File: src/rsl_pkg.sv
// constants for the receive status latch and interrupt enable block
package rsl_pkg;
  // apb geometry
  localparam int ADDR_W = 12;
  localparam int DATA_W = 32;
  localparam int REG_W = 16;
  // register indexes; byte address is four times the index
  localparam logic [ADDR_W-1:0] IDX_STATUS_ONE = 12'h124;
  localparam logic [ADDR_W-1:0] IDX_STATUS_TWO = 12'h126;
  localparam logic [ADDR_W-1:0] IDX_LATCH_ONE = 12'h128;
  localparam logic [ADDR_W-1:0] IDX_LATCH_TWO = 12'h12a;
  localparam logic [ADDR_W-1:0] IDX_ENABLE_ONE = 12'h12c;
  localparam logic [ADDR_W-1:0] IDX_ENABLE_TWO = 12'h12e;
  localparam logic [ADDR_W-1:0] IDX_CONTROL = 12'h130;
  // latch one field positions
  localparam int B_FORMAT_MISMATCH = 11;
  localparam int B_APP_ID = 10;
  localparam int B_IDLE = 9;
  localparam int B_UNFRAMED_ONES = 8;
  localparam int B_MULTIFRAME_LOST = 7;
  localparam int B_SEVERE_FRAME_ERR = 6;
  localparam int B_ALIGN_CHANGE = 5;
  localparam int B_FRAME_LOST = 4;
  localparam int B_REMOTE_DEFECT = 3;
  localparam int B_ALARM_IND = 2;
  localparam int B_OUT_OF_FRAME = 1;
  localparam int B_NO_INPUT_SIGNAL = 0;
  // latch two field positions
  localparam int B_CBIT_ERR = 11;
  localparam int B_FAR_BLOCK_ERR = 10;
  localparam int B_PBIT_ERR = 9;
  localparam int B_FRAME_ERR = 8;
  localparam int B_CBIT_COUNT = 3;
  localparam int B_FAR_BLOCK_COUNT = 2;
  localparam int B_PBIT_COUNT = 1;
  localparam int B_FRAME_COUNT = 0;
  // implemented bits of each register; the rest read zero
  localparam logic [REG_W-1:0] MASK_ONE = 16'h0fff;
  localparam logic [REG_W-1:0] MASK_TWO = 16'h0f0f;
  localparam logic [REG_W-1:0] MASK_M23_ZERO = 16'h0c0c;
  localparam logic [REG_W-1:0] RESET_REG = 16'h0000;
  // control register fields
  localparam int B_M23_MODE = 0;
  localparam int B_FE_SEL_LO = 1;
  localparam int B_GIE_LO = 4;
  localparam int FE_SEL_W = 2;
  localparam int GIE_W = 4;
  localparam logic [REG_W-1:0] MASK_CONTROL = 16'h00f7;
  // alignment word width from the frame counters
  localparam int ALIGN_W = 8;
endpackage : rsl_pkg

File: src/rsl_latch_irq.sv
// receive status change latches, interrupt enables and apb slave for one port
// How it works
// RULE1: format mismatch latch sets on rising status
// RULE2: app id latch sets on any change
// RULE3: idle latch sets on any change
// RULE4: unframed ones latch sets on any change
// RULE5: multiframe and severe frame latches on change
// RULE6: alignment latch sets on differing new alignment
// RULE7: frame lost and remote defect latch on change
// RULE8: alarm, out of frame, signal loss on change
// RULE9: cbit parity latch sets on detected error
// RULE10: far block latch sets on detected error
// RULE11: pbit parity latch sets on detected error
// RULE12: framing latch event picked by type select
// RULE13: cbit count latch on count nonzero rising
// RULE14: far block count latch on nonzero rising
// RULE15: pbit count latch on nonzero rising
// RULE16: framing count latch on nonzero rising
// RULE17: m23 mode holds cbit and far block latches zero
// RULE18: interrupt needs latch, enable and port enable
// RULE19: enables one means on, reset zero
// RULE20: count nonzero status reads one when count nonzero; in m23 mode cbit and far block counts read zero
// RULE21: latches clear by writing one only
// RULE22: interrupt is or of enabled set latches
//
// Local design decision: the APB slave port.
module rsl_latch_irq #(
  parameter int PORT_INDEX = 0 // which port_global_int_enable bit belongs to this port
) (
  input wire logic clk_in,
  input wire logic reset_in,
  input wire logic clk_en_in,
  // apb slave
  input wire logic psel_in,
  input wire logic penable_in,
  input wire logic pwrite_in,
  input wire logic [rsl_pkg::ADDR_W-1:0] paddr_in,
  input wire logic [rsl_pkg::DATA_W-1:0] pwdata_in,
  output logic [rsl_pkg::DATA_W-1:0] prdata_out,
  output logic pready_out,
  output logic pslverr_out,
  // real-time receive conditions, same clock
  input wire logic format_mismatch_status_in,
  input wire logic app_id_channel_status_in,
  input wire logic idle_signal_status_in,
  input wire logic unframed_ones_status_in,
  input wire logic multiframe_lost_status_in,
  input wire logic severe_frame_err_status_in,
  input wire logic frame_lost_status_in,
  input wire logic remote_defect_status_in,
  input wire logic alarm_indication_status_in,
  input wire logic out_of_frame_status_in,
  input wire logic no_input_signal_status_in,
  // error event pulses
  input wire logic cbit_parity_err_in,
  input wire logic far_block_err_in,
  input wire logic pbit_parity_err_in,
  input wire logic [3:0] frame_err_event_in,
  // count nonzero levels from the error counters
  input wire logic cbit_count_nonzero_in,
  input wire logic far_block_count_nonzero_in,
  input wire logic pbit_count_nonzero_in,
  input wire logic frame_count_nonzero_in,
  // frame counter alignment load
  input wire logic align_load_in,
  input wire logic [rsl_pkg::ALIGN_W-1:0] align_value_in,
  // port interrupt request
  output logic irq_out
);

  // zero to one transition only
  function automatic logic rose(input logic prev, input logic cur);
    rose = ~prev & cur;
  endfunction

  // byte address match for a register index
  function automatic logic hit(input logic [rsl_pkg::ADDR_W-1:0] addr,
                               input logic [rsl_pkg::ADDR_W-1:0] idx);
    hit = (addr == {idx[rsl_pkg::ADDR_W-3:0], 2'b00});
  endfunction

  // software visible registers
  logic [rsl_pkg::REG_W-1:0] latch_one; // rx_status_latch_one
  logic [rsl_pkg::REG_W-1:0] latch_two; // rx_status_latch_two
  logic [rsl_pkg::REG_W-1:0] enable_one; // rx_status_irq_enable_one
  logic [rsl_pkg::REG_W-1:0] enable_two; // second enable register
  logic [rsl_pkg::REG_W-1:0] control; // mode, type select, port enables
  // previous samples for change detection
  logic [rsl_pkg::REG_W-1:0] prev_one;
  logic [rsl_pkg::REG_W-1:0] prev_two;
  logic [rsl_pkg::ALIGN_W-1:0] prev_align; // last loaded alignment
  logic align_valid; // an alignment has been loaded since reset
  logic primed; // previous samples hold real values
  // assembled views
  logic [rsl_pkg::REG_W-1:0] status_one;
  logic [rsl_pkg::REG_W-1:0] status_two;
  logic [rsl_pkg::REG_W-1:0] set_one;
  logic [rsl_pkg::REG_W-1:0] set_two;
  logic [rsl_pkg::REG_W-1:0] clr_one;
  logic [rsl_pkg::REG_W-1:0] clr_two;
  logic [rsl_pkg::REG_W-1:0] next_latch_one;
  logic [rsl_pkg::REG_W-1:0] next_latch_two;
  logic [rsl_pkg::REG_W-1:0] rd_word;
  logic rd_hit;
  logic m23_mode;
  logic [rsl_pkg::FE_SEL_W-1:0] fe_sel;
  logic port_enable;
  logic wr_now; // write takes effect this edge
  logic next_irq;

  // control fields
  assign m23_mode = control[rsl_pkg::B_M23_MODE];
  assign fe_sel = control[rsl_pkg::B_FE_SEL_LO +: rsl_pkg::FE_SEL_W];
  assign port_enable = control[rsl_pkg::B_GIE_LO + PORT_INDEX];
  assign wr_now = psel_in & penable_in & pready_out & pwrite_in;

  // real-time status one, laid out like the latch
  always_comb
  begin
    status_one = rsl_pkg::RESET_REG;
    status_one[rsl_pkg::B_FORMAT_MISMATCH] = format_mismatch_status_in;
    status_one[rsl_pkg::B_APP_ID] = app_id_channel_status_in;
    status_one[rsl_pkg::B_IDLE] = idle_signal_status_in;
    status_one[rsl_pkg::B_UNFRAMED_ONES] = unframed_ones_status_in;
    status_one[rsl_pkg::B_MULTIFRAME_LOST] = multiframe_lost_status_in;
    status_one[rsl_pkg::B_SEVERE_FRAME_ERR] = severe_frame_err_status_in;
    status_one[rsl_pkg::B_FRAME_LOST] = frame_lost_status_in;
    status_one[rsl_pkg::B_REMOTE_DEFECT] = remote_defect_status_in;
    status_one[rsl_pkg::B_ALARM_IND] = alarm_indication_status_in;
    status_one[rsl_pkg::B_OUT_OF_FRAME] = out_of_frame_status_in;
    status_one[rsl_pkg::B_NO_INPUT_SIGNAL] = no_input_signal_status_in;
  end

  // count nonzero view; counters outside already flag one or more
  always_comb
  begin
    status_two = rsl_pkg::RESET_REG;
    status_two[rsl_pkg::B_CBIT_COUNT] = cbit_count_nonzero_in; // RULE20
    status_two[rsl_pkg::B_FAR_BLOCK_COUNT] = far_block_count_nonzero_in; // RULE20
    status_two[rsl_pkg::B_PBIT_COUNT] = pbit_count_nonzero_in; // RULE20
    status_two[rsl_pkg::B_FRAME_COUNT] = frame_count_nonzero_in; // RULE20
    // c-bit counts do not exist in m23 framing
    if (m23_mode)
    begin
      status_two = status_two & ~rsl_pkg::MASK_M23_ZERO; // RULE17
    end
  end

  // set terms for latch one; nothing fires until the samples are primed
  always_comb
  begin
    // levels latch on a change either way; unused status bits stay zero
    set_one = (prev_one ^ status_one) // RULE2 RULE3 RULE4 RULE5
      & {rsl_pkg::REG_W{primed}}; // RULE7 RULE8
    // format mismatch latches on the rise only
    set_one[rsl_pkg::B_FORMAT_MISMATCH] = primed & rose(prev_one[rsl_pkg::B_FORMAT_MISMATCH],
      status_one[rsl_pkg::B_FORMAT_MISMATCH]); // RULE1
    // a reload with the same alignment is not a change; it has its own guard
    set_one[rsl_pkg::B_ALIGN_CHANGE] = align_load_in & align_valid
      & (align_value_in != prev_align); // RULE6
  end

  // set terms for latch two
  always_comb
  begin
    set_two = rsl_pkg::RESET_REG;
    set_two[rsl_pkg::B_CBIT_ERR] = cbit_parity_err_in; // RULE9
    set_two[rsl_pkg::B_FAR_BLOCK_ERR] = far_block_err_in; // RULE10
    set_two[rsl_pkg::B_PBIT_ERR] = pbit_parity_err_in; // RULE11
    set_two[rsl_pkg::B_FRAME_ERR] = frame_err_event_in[fe_sel]; // RULE12
    set_two[rsl_pkg::B_CBIT_COUNT] = primed & rose(prev_two[rsl_pkg::B_CBIT_COUNT],
      status_two[rsl_pkg::B_CBIT_COUNT]); // RULE13
    set_two[rsl_pkg::B_FAR_BLOCK_COUNT] = primed & rose(prev_two[rsl_pkg::B_FAR_BLOCK_COUNT],
      status_two[rsl_pkg::B_FAR_BLOCK_COUNT]); // RULE14
    set_two[rsl_pkg::B_PBIT_COUNT] = primed & rose(prev_two[rsl_pkg::B_PBIT_COUNT],
      status_two[rsl_pkg::B_PBIT_COUNT]); // RULE15
    set_two[rsl_pkg::B_FRAME_COUNT] = primed & rose(prev_two[rsl_pkg::B_FRAME_COUNT],
      status_two[rsl_pkg::B_FRAME_COUNT]); // RULE16
  end

  // write-one-to-clear masks from the accepted write
  always_comb
  begin
    clr_one = rsl_pkg::RESET_REG;
    clr_two = rsl_pkg::RESET_REG;
    if (wr_now && hit(paddr_in, rsl_pkg::IDX_LATCH_ONE))
    begin
      clr_one = pwdata_in[rsl_pkg::REG_W-1:0]; // RULE21
    end
    if (wr_now && hit(paddr_in, rsl_pkg::IDX_LATCH_TWO))
    begin
      clr_two = pwdata_in[rsl_pkg::REG_W-1:0]; // RULE21
    end
  end

  // next latch values; a set in the clearing cycle wins so no event is lost
  always_comb
  begin
    next_latch_one = ((latch_one & ~clr_one) | set_one) & rsl_pkg::MASK_ONE; // RULE21
    next_latch_two = ((latch_two & ~clr_two) | set_two) & rsl_pkg::MASK_TWO; // RULE21
    if (m23_mode)
    begin
      // c-bit and far-end latches stay clear whatever arrives
      next_latch_two = next_latch_two & ~rsl_pkg::MASK_M23_ZERO; // RULE17
    end
  end

  // latch registers
  always_ff @(posedge clk_in)
  begin
    if (reset_in)
    begin
      latch_one <= rsl_pkg::RESET_REG;
      latch_two <= rsl_pkg::RESET_REG;
    end
    else if (clk_en_in)
    begin
      latch_one <= next_latch_one;
      latch_two <= next_latch_two;
    end
  end

  // previous samples; first enabled cycle after reset only primes them
  always_ff @(posedge clk_in)
  begin
    if (reset_in)
    begin
      prev_one <= rsl_pkg::RESET_REG;
      prev_two <= rsl_pkg::RESET_REG;
      primed <= 1'b0;
    end
    else if (clk_en_in)
    begin
      prev_one <= status_one;
      prev_two <= status_two;
      primed <= 1'b1;
    end
  end

  // last alignment loaded into the frame counters
  always_ff @(posedge clk_in)
  begin
    if (reset_in)
    begin
      prev_align <= {rsl_pkg::ALIGN_W{1'b0}};
      align_valid <= 1'b0;
    end
    else if (clk_en_in && align_load_in)
    begin
      prev_align <= align_value_in;
      align_valid <= 1'b1;
    end
  end

  // enable and control registers; reserved bits are forced to zero
  always_ff @(posedge clk_in)
  begin
    if (reset_in)
    begin
      enable_one <= rsl_pkg::RESET_REG; // RULE19
      enable_two <= rsl_pkg::RESET_REG; // RULE19
      control <= rsl_pkg::RESET_REG;
    end
    else if (clk_en_in && wr_now)
    begin
      if (hit(paddr_in, rsl_pkg::IDX_ENABLE_ONE))
      begin
        enable_one <= pwdata_in[rsl_pkg::REG_W-1:0] & rsl_pkg::MASK_ONE; // RULE19
      end
      if (hit(paddr_in, rsl_pkg::IDX_ENABLE_TWO))
      begin
        enable_two <= pwdata_in[rsl_pkg::REG_W-1:0] & rsl_pkg::MASK_TWO; // RULE19
      end
      if (hit(paddr_in, rsl_pkg::IDX_CONTROL))
      begin
        control <= pwdata_in[rsl_pkg::REG_W-1:0] & rsl_pkg::MASK_CONTROL;
      end
    end
  end

  // read mux over the mapped registers
  always_comb
  begin
    rd_word = rsl_pkg::RESET_REG;
    rd_hit = 1'b1;
    if (hit(paddr_in, rsl_pkg::IDX_STATUS_ONE))
    begin
      rd_word = status_one;
    end
    else if (hit(paddr_in, rsl_pkg::IDX_STATUS_TWO))
    begin
      rd_word = status_two; // RULE20
    end
    else if (hit(paddr_in, rsl_pkg::IDX_LATCH_ONE))
    begin
      rd_word = latch_one;
    end
    else if (hit(paddr_in, rsl_pkg::IDX_LATCH_TWO))
    begin
      rd_word = latch_two;
    end
    else if (hit(paddr_in, rsl_pkg::IDX_ENABLE_ONE))
    begin
      rd_word = enable_one;
    end
    else if (hit(paddr_in, rsl_pkg::IDX_ENABLE_TWO))
    begin
      rd_word = enable_two;
    end
    else if (hit(paddr_in, rsl_pkg::IDX_CONTROL))
    begin
      rd_word = control;
    end
    else
    begin
      // unmapped: zero data and an error answer
      rd_hit = 1'b0;
    end
  end

  // apb answer: ready one cycle after a setup seen with the clock enable high, so such an access has no wait state
  // in the access phase; data is captured at setup because the address is stable
  always_ff @(posedge clk_in)
  begin
    if (reset_in)
    begin
      pready_out <= 1'b0;
      pslverr_out <= 1'b0;
      prdata_out <= {rsl_pkg::DATA_W{1'b0}};
    end
    else if (clk_en_in)
    begin
      if (psel_in && !penable_in)
      begin
        // setup phase seen: answer in the access phase
        pready_out <= 1'b1;
        pslverr_out <= ~rd_hit;
        prdata_out <= pwrite_in ? {rsl_pkg::DATA_W{1'b0}}
                                : {{(rsl_pkg::DATA_W-rsl_pkg::REG_W){1'b0}}, rd_word};
      end
      else
      begin
        // completed or idle: drop the answer
        pready_out <= 1'b0;
        pslverr_out <= 1'b0;
        prdata_out <= {rsl_pkg::DATA_W{1'b0}};
      end
    end
  end

  // interrupt: or of enabled set latches, gated by this port's global enable
  always_comb
  begin
    next_irq = (|(latch_one & enable_one)) | (|(latch_two & enable_two)); // RULE22
    next_irq = next_irq & port_enable; // RULE18
  end

  // registered interrupt output, one cycle behind the latches
  always_ff @(posedge clk_in)
  begin
    if (reset_in)
    begin
      irq_out <= 1'b0;
    end
    else if (clk_en_in)
    begin
      irq_out <= next_irq; // RULE18
    end
  end

endmodule // rsl_latch_irq

File: config.mk
export PLATFORM = sky130hd
export DESIGN_NAME = rsl_latch_irq
export DESIGN_NICKNAME = d
export VERILOG_FILES = /design/src/rsl_pkg.sv /design/src/rsl_latch_irq.sv
export SDC_FILE = /design/constraint.sdc
export NUM_CORES = 1
export LEC_CHECK = 0
export ABC_CLOCK_PERIOD_IN_PS = 4650
export BUFFER_PORTS_ARGS = -buffer_cell sky130_fd_sc_hd__buf_2
export CORE_MARGIN = 2
export CORE_UTILIZATION = 45
export CTS_CLUSTER_SIZE = 16
export DETAILED_ROUTE_END_ITERATION = 6
export GPL_TIMING_DRIVEN = 0
export HOLD_SLACK_MARGIN = 0.15
export PLACE_DENSITY = 0.7
export REMOVE_ABC_BUFFERS = 1
export SLEW_MARGIN = 5
export SYNTH_ARGS = -nofsm -noshare
export SYNTH_HDL_FRONTEND = slang
export SYNTH_SLANG_ARGS = --single-unit
File: constraint.sdc
create_clock -name clk_in -period 4.65 [get_ports clk_in]
set_input_delay 0.93 -clock clk_in [delete_from_list [all_inputs] [get_ports clk_in]]
set_output_delay 0.93 -clock clk_in [all_outputs]
set_load 0.01 [all_outputs]
# After elaboration in Yosys (flattened, before gate mapping)
# Index checks and enable logic that the tools add are counted.
[classes] reduce_logical=11 div_mod_pow=0 n_bitwise=33 n_eq_ne=8 shifts=0 add_sub_neg=0 mul=0 mux=24 order_cmp=1
[ops] op="$eq A12 B11 Y1 const B" n=7
[ops] op="$mux W16" n=5
[ops] op="$mux W12" n=6
[ops] op="$and A12 B12 Y12" n=4
[ops] op="$reduce_or A16 Y1" n=2
[ops] op="$not A12 Y12" n=2
[ops] op="$or A12 B12 Y12" n=2
[ops] op="$and A1 B1 Y1" n=16
[ops] op="$and A11 B11 Y11" n=1
[ops] op="$xor A11 B11 Y11" n=1
[ops] op="$mux W1" n=10
[ops] op="$mux W8" n=1
[ops] op="$ne A8 B8 Y1" n=1
[ops] op="$not A1 Y1" n=6
[ops] op="$reduce_and A2 Y1" n=3
[ops] op="$logic_and A1 B1 Y1" n=5
[ops] op="$mux W4" n=1
[ops] op="$lt A2 B3 Y1 const B" n=1
[ops] op="$bmux W1 S2" n=1
[ops] op="$logic_not A1 Y1" n=1
[ops] op="$or A1 B1 Y1" n=1
[totals] mem_bits_ro=0 mem_count=0 ram_bits=0 input_bits=81 output_inout_bits=35 regBits=111 wordCells=91 latchBits=0

# Longest topological paths before layout
[depth] word_depth=10 mapped_depth=7 mapped_depth_nobuf=5

# Least setup slack after synthesis
# OpenSTA, ideal clock, no wires.
[synth_timing] path_type="input to register" from="input paddr_in[9] in the netlist's numbering" to="register prdata_out[2] in the netlist's numbering" stages=5 path_buffers=1 setup_time_ps=74 arrival_time_ps=2671 path_slack_ps=1905 t_required_ps=4576 path_cell_list="or4b_1 -> buf_4 -> or4_4 -> or4_1 -> a31oi_1"
[synth_via] elab_chain_cells=10 elab_cells_between_ends=16 cone_classes="eq/ne (7); mux (9)"
[synth_rtl] item="start, declared" line_no="rsl_latch_irq.sv:37" rtl="input wire logic [rsl_pkg::ADDR_W-1:0] paddr_in,"
[synth_rtl] item="$eq A12 B11 Y1" line_no="rsl_latch_irq.sv:79" rtl="hit = (addr == {idx[rsl_pkg::ADDR_W-3:0], 2'b00});"
[synth_rtl] item="$mux W8" line_no="rsl_latch_irq.sv:310" rtl="else if (hit(paddr_in, rsl_pkg::IDX_CONTROL))"
[synth_rtl] item="$mux W12" line_no="rsl_latch_irq.sv:306" rtl="else if (hit(paddr_in, rsl_pkg::IDX_ENABLE_TWO))"
[synth_rtl] item="$mux W12" line_no="rsl_latch_irq.sv:302" rtl="else if (hit(paddr_in, rsl_pkg::IDX_ENABLE_ONE))"
[synth_rtl] item="$mux W12" line_no="rsl_latch_irq.sv:298" rtl="else if (hit(paddr_in, rsl_pkg::IDX_LATCH_TWO))"
[synth_rtl] item="$mux W16" line_no="rsl_latch_irq.sv:294" rtl="else if (hit(paddr_in, rsl_pkg::IDX_LATCH_ONE))"
[synth_rtl] item="$mux W16" line_no="rsl_latch_irq.sv:290" rtl="else if (hit(paddr_in, rsl_pkg::IDX_STATUS_TWO))"
[synth_rtl] item="$mux W16 *" line_no="rsl_latch_irq.sv:286" rtl="if (hit(paddr_in, rsl_pkg::IDX_STATUS_ONE))"
[synth_rtl] item="$mux W16 *" line_no="rsl_latch_irq.sv:338" rtl="prdata_out <= pwrite_in ? {rsl_pkg::DATA_W{1'b0}}"
[synth_rtl] item="$mux W16 *" line_no="rsl_latch_irq.sv:333" rtl="if (psel_in && !penable_in)"
[synth_rtl] item="end signal, assigned" line_no="rsl_latch_irq.sv:329" rtl="prdata_out <= {rsl_pkg::DATA_W{1'b0}};"
[synth_rtl] item="end signal, assigned" line_no="rsl_latch_irq.sv:338"
[synth_rtl] item="end signal, assigned" line_no="rsl_latch_irq.sv:346" rtl="prdata_out <= {rsl_pkg::DATA_W{1'b0}};"
[synth_rtl] item="end, declared" line_no="rsl_latch_irq.sv:39" rtl="output logic [rsl_pkg::DATA_W-1:0] prdata_out,"
# Mark *: on every way between the ends. The rest lies on a longest branch, timed or not.
# A chain may end at the register's enable or synchronous reset.

==> flow_metrics.env <==
export IMPL_synth_edf_count=0
export IMPL_diodes=0
export IMPL_cts_tree="yes"
export IMPL_synth_seq_cells=87
export IMPL_clk_path_buf_depth=2
export IMPL_die_height_um=101.6
export IMPL_first_pass_iters=5
export IMPL_rsz0062_at_grt="false"
export IMPL_synthArstFlopShare=0
export IMPL_synth_simple_area_share=0.2126
export IMPL_start_kind="input pin"
export IMPL_worst_pin_slew_ns=1.287
export IMPL_final_cell_mix="dfxtp_1, buf_2, nand2_1"
export IMPL_cts_made_buffers=9
export IMPL_synthesis_area_um2=4290
export IMPL_drc=0
export IMPL_fmax_mhz=298.1
export IMPL_drt_initial_drc_count=350
export IMPL_clkSlewWorstSetupHoldPaths_ns=0.09
export IMPL_first_global_vias=3644
export IMPL_num_vias=4039
export IMPL_relSlewSlack=0.1297
export IMPL_cts_root_buf="clkbuf_8"
export IMPL_critPathKind="in -> reg"
export IMPL_ios=116
export IMPL_synthMuxAreaShare=0.09245
export IMPL_synth_compound_area_share=0.1820
export IMPL_routed_wl_um=12210
export IMPL_finalCritPeriodShare=0.7215
export IMPL_dieWidth_um=101.6
export IMPL_netlist_instances=510
export IMPL_cts_resized=0
export IMPL_ir_drop_v=0.0001439
export IMPL_finalHoldViolCount=0
export IMPL_synth_top_family_by_area="simple AND/OR/NAND/NOR gates"
export IMPL_finClkSkew_ns=0.008176
export IMPL_start_util=0.4643
export IMPL_tns_ns=0
export IMPL_gp_congestion=1.006
export IMPL_area_growth_pct=13.88
export IMPL_dieArea_um2=10330
export IMPL_crit_fanout=31
export IMPL_seq_area_frac_synth=0.4059
export IMPL_min_path_type="reg -> reg"
export IMPL_dp_hpwl_um=8334
export IMPL_clkLatencyLatePin_ns=0.36
export IMPL_vias_per_cell=5.745
export IMPL_synthXorXnorAreaFrac=0.03675
export IMPL_ys_warnings_count=0
export IMPL_cts_sinks=87
export IMPL_cts_setup_buffers=0
export IMPL_maxSlewViolCount=0
export IMPL_grt_pass1_wl_um=18800
export IMPL_track_usage=0.2383
export IMPL_p_per_area_nw_per_um2=313.0
export IMPL_worstPathRequired_ns=4.93
export IMPL_wire_per_inst_um=17.37
export IMPL_utilization=0.5288
export IMPL_core_area_um2=9240
export IMPL_io_buffers=75
export IMPL_r2r_cells=5
export IMPL_setup_viol=0
export IMPL_globalRouteOverflowTotal=0
export IMPL_drive_gt1_frac=0.1794
export IMPL_fin_nets=650
export IMPL_worstPathArrival_ns=3.63
export IMPL_rows=35
export IMPL_synthDistinctLibCells=52
export IMPL_cts_hold_buffers=0
export IMPL_antenna_found_initial=0
export IMPL_hold_depth=2
export IMPL_synthAdderAreaFrac=0
export IMPL_synth_main_ff_cell="dfxtp_1"
export IMPL_grt_max_degree=89
export IMPL_avgSynthCellArea_um2=8.412
export IMPL_period_needed_ns=3.355
export IMPL_p_leak_nw=1.940
export IMPL_max_cap_viol_count=0
export IMPL_ant_nets=0
export IMPL_final_common_cell="dfxtp_1"
export IMPL_outcome="complete, no violations"
export IMPL_worstSetupEndpointType="flip-flop"
export IMPL_htree_num_levels=3
[routing by layer]
layer  vias up  share of wire  global-route usage
li1       1914              -                   -
met1      1880           0.42              0.3202
met2       209           0.45              0.3598
met3        36           0.10             0.06487
met4         0          0.029              0.1029
met5         -              0                   0
[worst max-delay path, stage by stage]
cell and delay, ns:
buf_2 0.61, nand3b_1 0.25, or2_2 0.45, nor4_2 0.97, a22oi_1 0.17, a31oi_1 0.24
[worst paths after layout]
kind	from	endpoint	slack [ns]
setup / recovery	clk_en_in	prdata_out[1]	1.30
hold / removal	prdata_out[3]	prdata_out[3]	0.46
setup reg to reg	pready_out	control[4]	2.39
hold reg to reg	prdata_out[3]	prdata_out[3]	0.46
[registers in the layout, summed over array words and instances (netlist names), 4 cells and up]
name,cells
enable_two,8
prdata_out,12
control,7
prev_one,11
enable_one,12
latch_one,12
prev_two,4
prev_align,8
latch_two,8
[metrics by stage]
stage | std cells | hold WS [ns] | worst slack, ns | area, um^2 | power, mW
after floorplan | 482 | 0.4354 | 1.465 | 4105 | 0.8695
after global placement | 686 | 0.4494 | 0.01150 | 4642 | 0.9450
after detailed placement | 687 | 0.4560 | 0.9055 | 4663 | 0.9491
after CTS | 703 | 0.4695 | 1.261 | 4886 | 1.536
after global routing | 703 | 0.4884 | 1.088 | 4886 | 1.582
final | 703 | 0.4644 | 1.295 | 4886 | 1.529
[cell usage after synthesis (6+ instances only)]
cell type | count | area, um^2
nand2_1 | 71 | 266.5
o21ai_0 | 19 | 95.09
nor2_1 | 51 | 191.4
inv_1 | 10 | 37.54
a31oi_1 | 6 | 37.54
mux2i_1 | 34 | 340.3
nand3_1 | 15 | 75.07
clkbuf_1 | 22 | 82.58
xor2_1 | 18 | 157.7
dfxtp_1 | 87 | 1742
nor4_1 | 6 | 37.54
a22oi_1 | 18 | 135.1
a221oi_1 | 6 | 52.55
a21oi_1 | 41 | 205.2
buf_4 | 21 | 157.7
o22ai_1 | 6 | 37.54
and2_1 | 6 | 37.54
[cell families (layout without fill, tap and decap cells)]
kind of cell | count (synthesis) | count (layout)
and+or+nand+nor | 188 | 188
buffers and inverters | 58 | 103
xor gates and xnor gates | 18 | 18
muxes | 38 | 38
other | 1 | 20
AOI/OAI and AO/OA | 120 | 120
DFF | 87 | 87
[report_power, final]
| group | internal [mW] | switching, mW | total, mW | leakage, nW |
|---|---|---|---|---|
| clock network | 0.318 | 0.277 | 0.594 | 0.110 |
| logic | 0.0568 | 0.0928 | 0.150 | 1.12 |
| registers | 0.767 | 0.0179 | 0.785 | 0.708 |
| total | 1.14 | 0.387 | 1.53 | 1.94 |
[cell type report]
type / instances / area (um^2)
clock inverters: 5 / 81.33
repair buffers: 76 / 385.4
clock buffers: 11 / 141.4
fillers: 879 / 4354
inverters: 11 / 41.29
well taps: 129 / 161.4
flip-flops and latches: 87 / 1742
multi-input cells: 384 / 2333
Note: power is estimated with default switching activity, not from simulation.
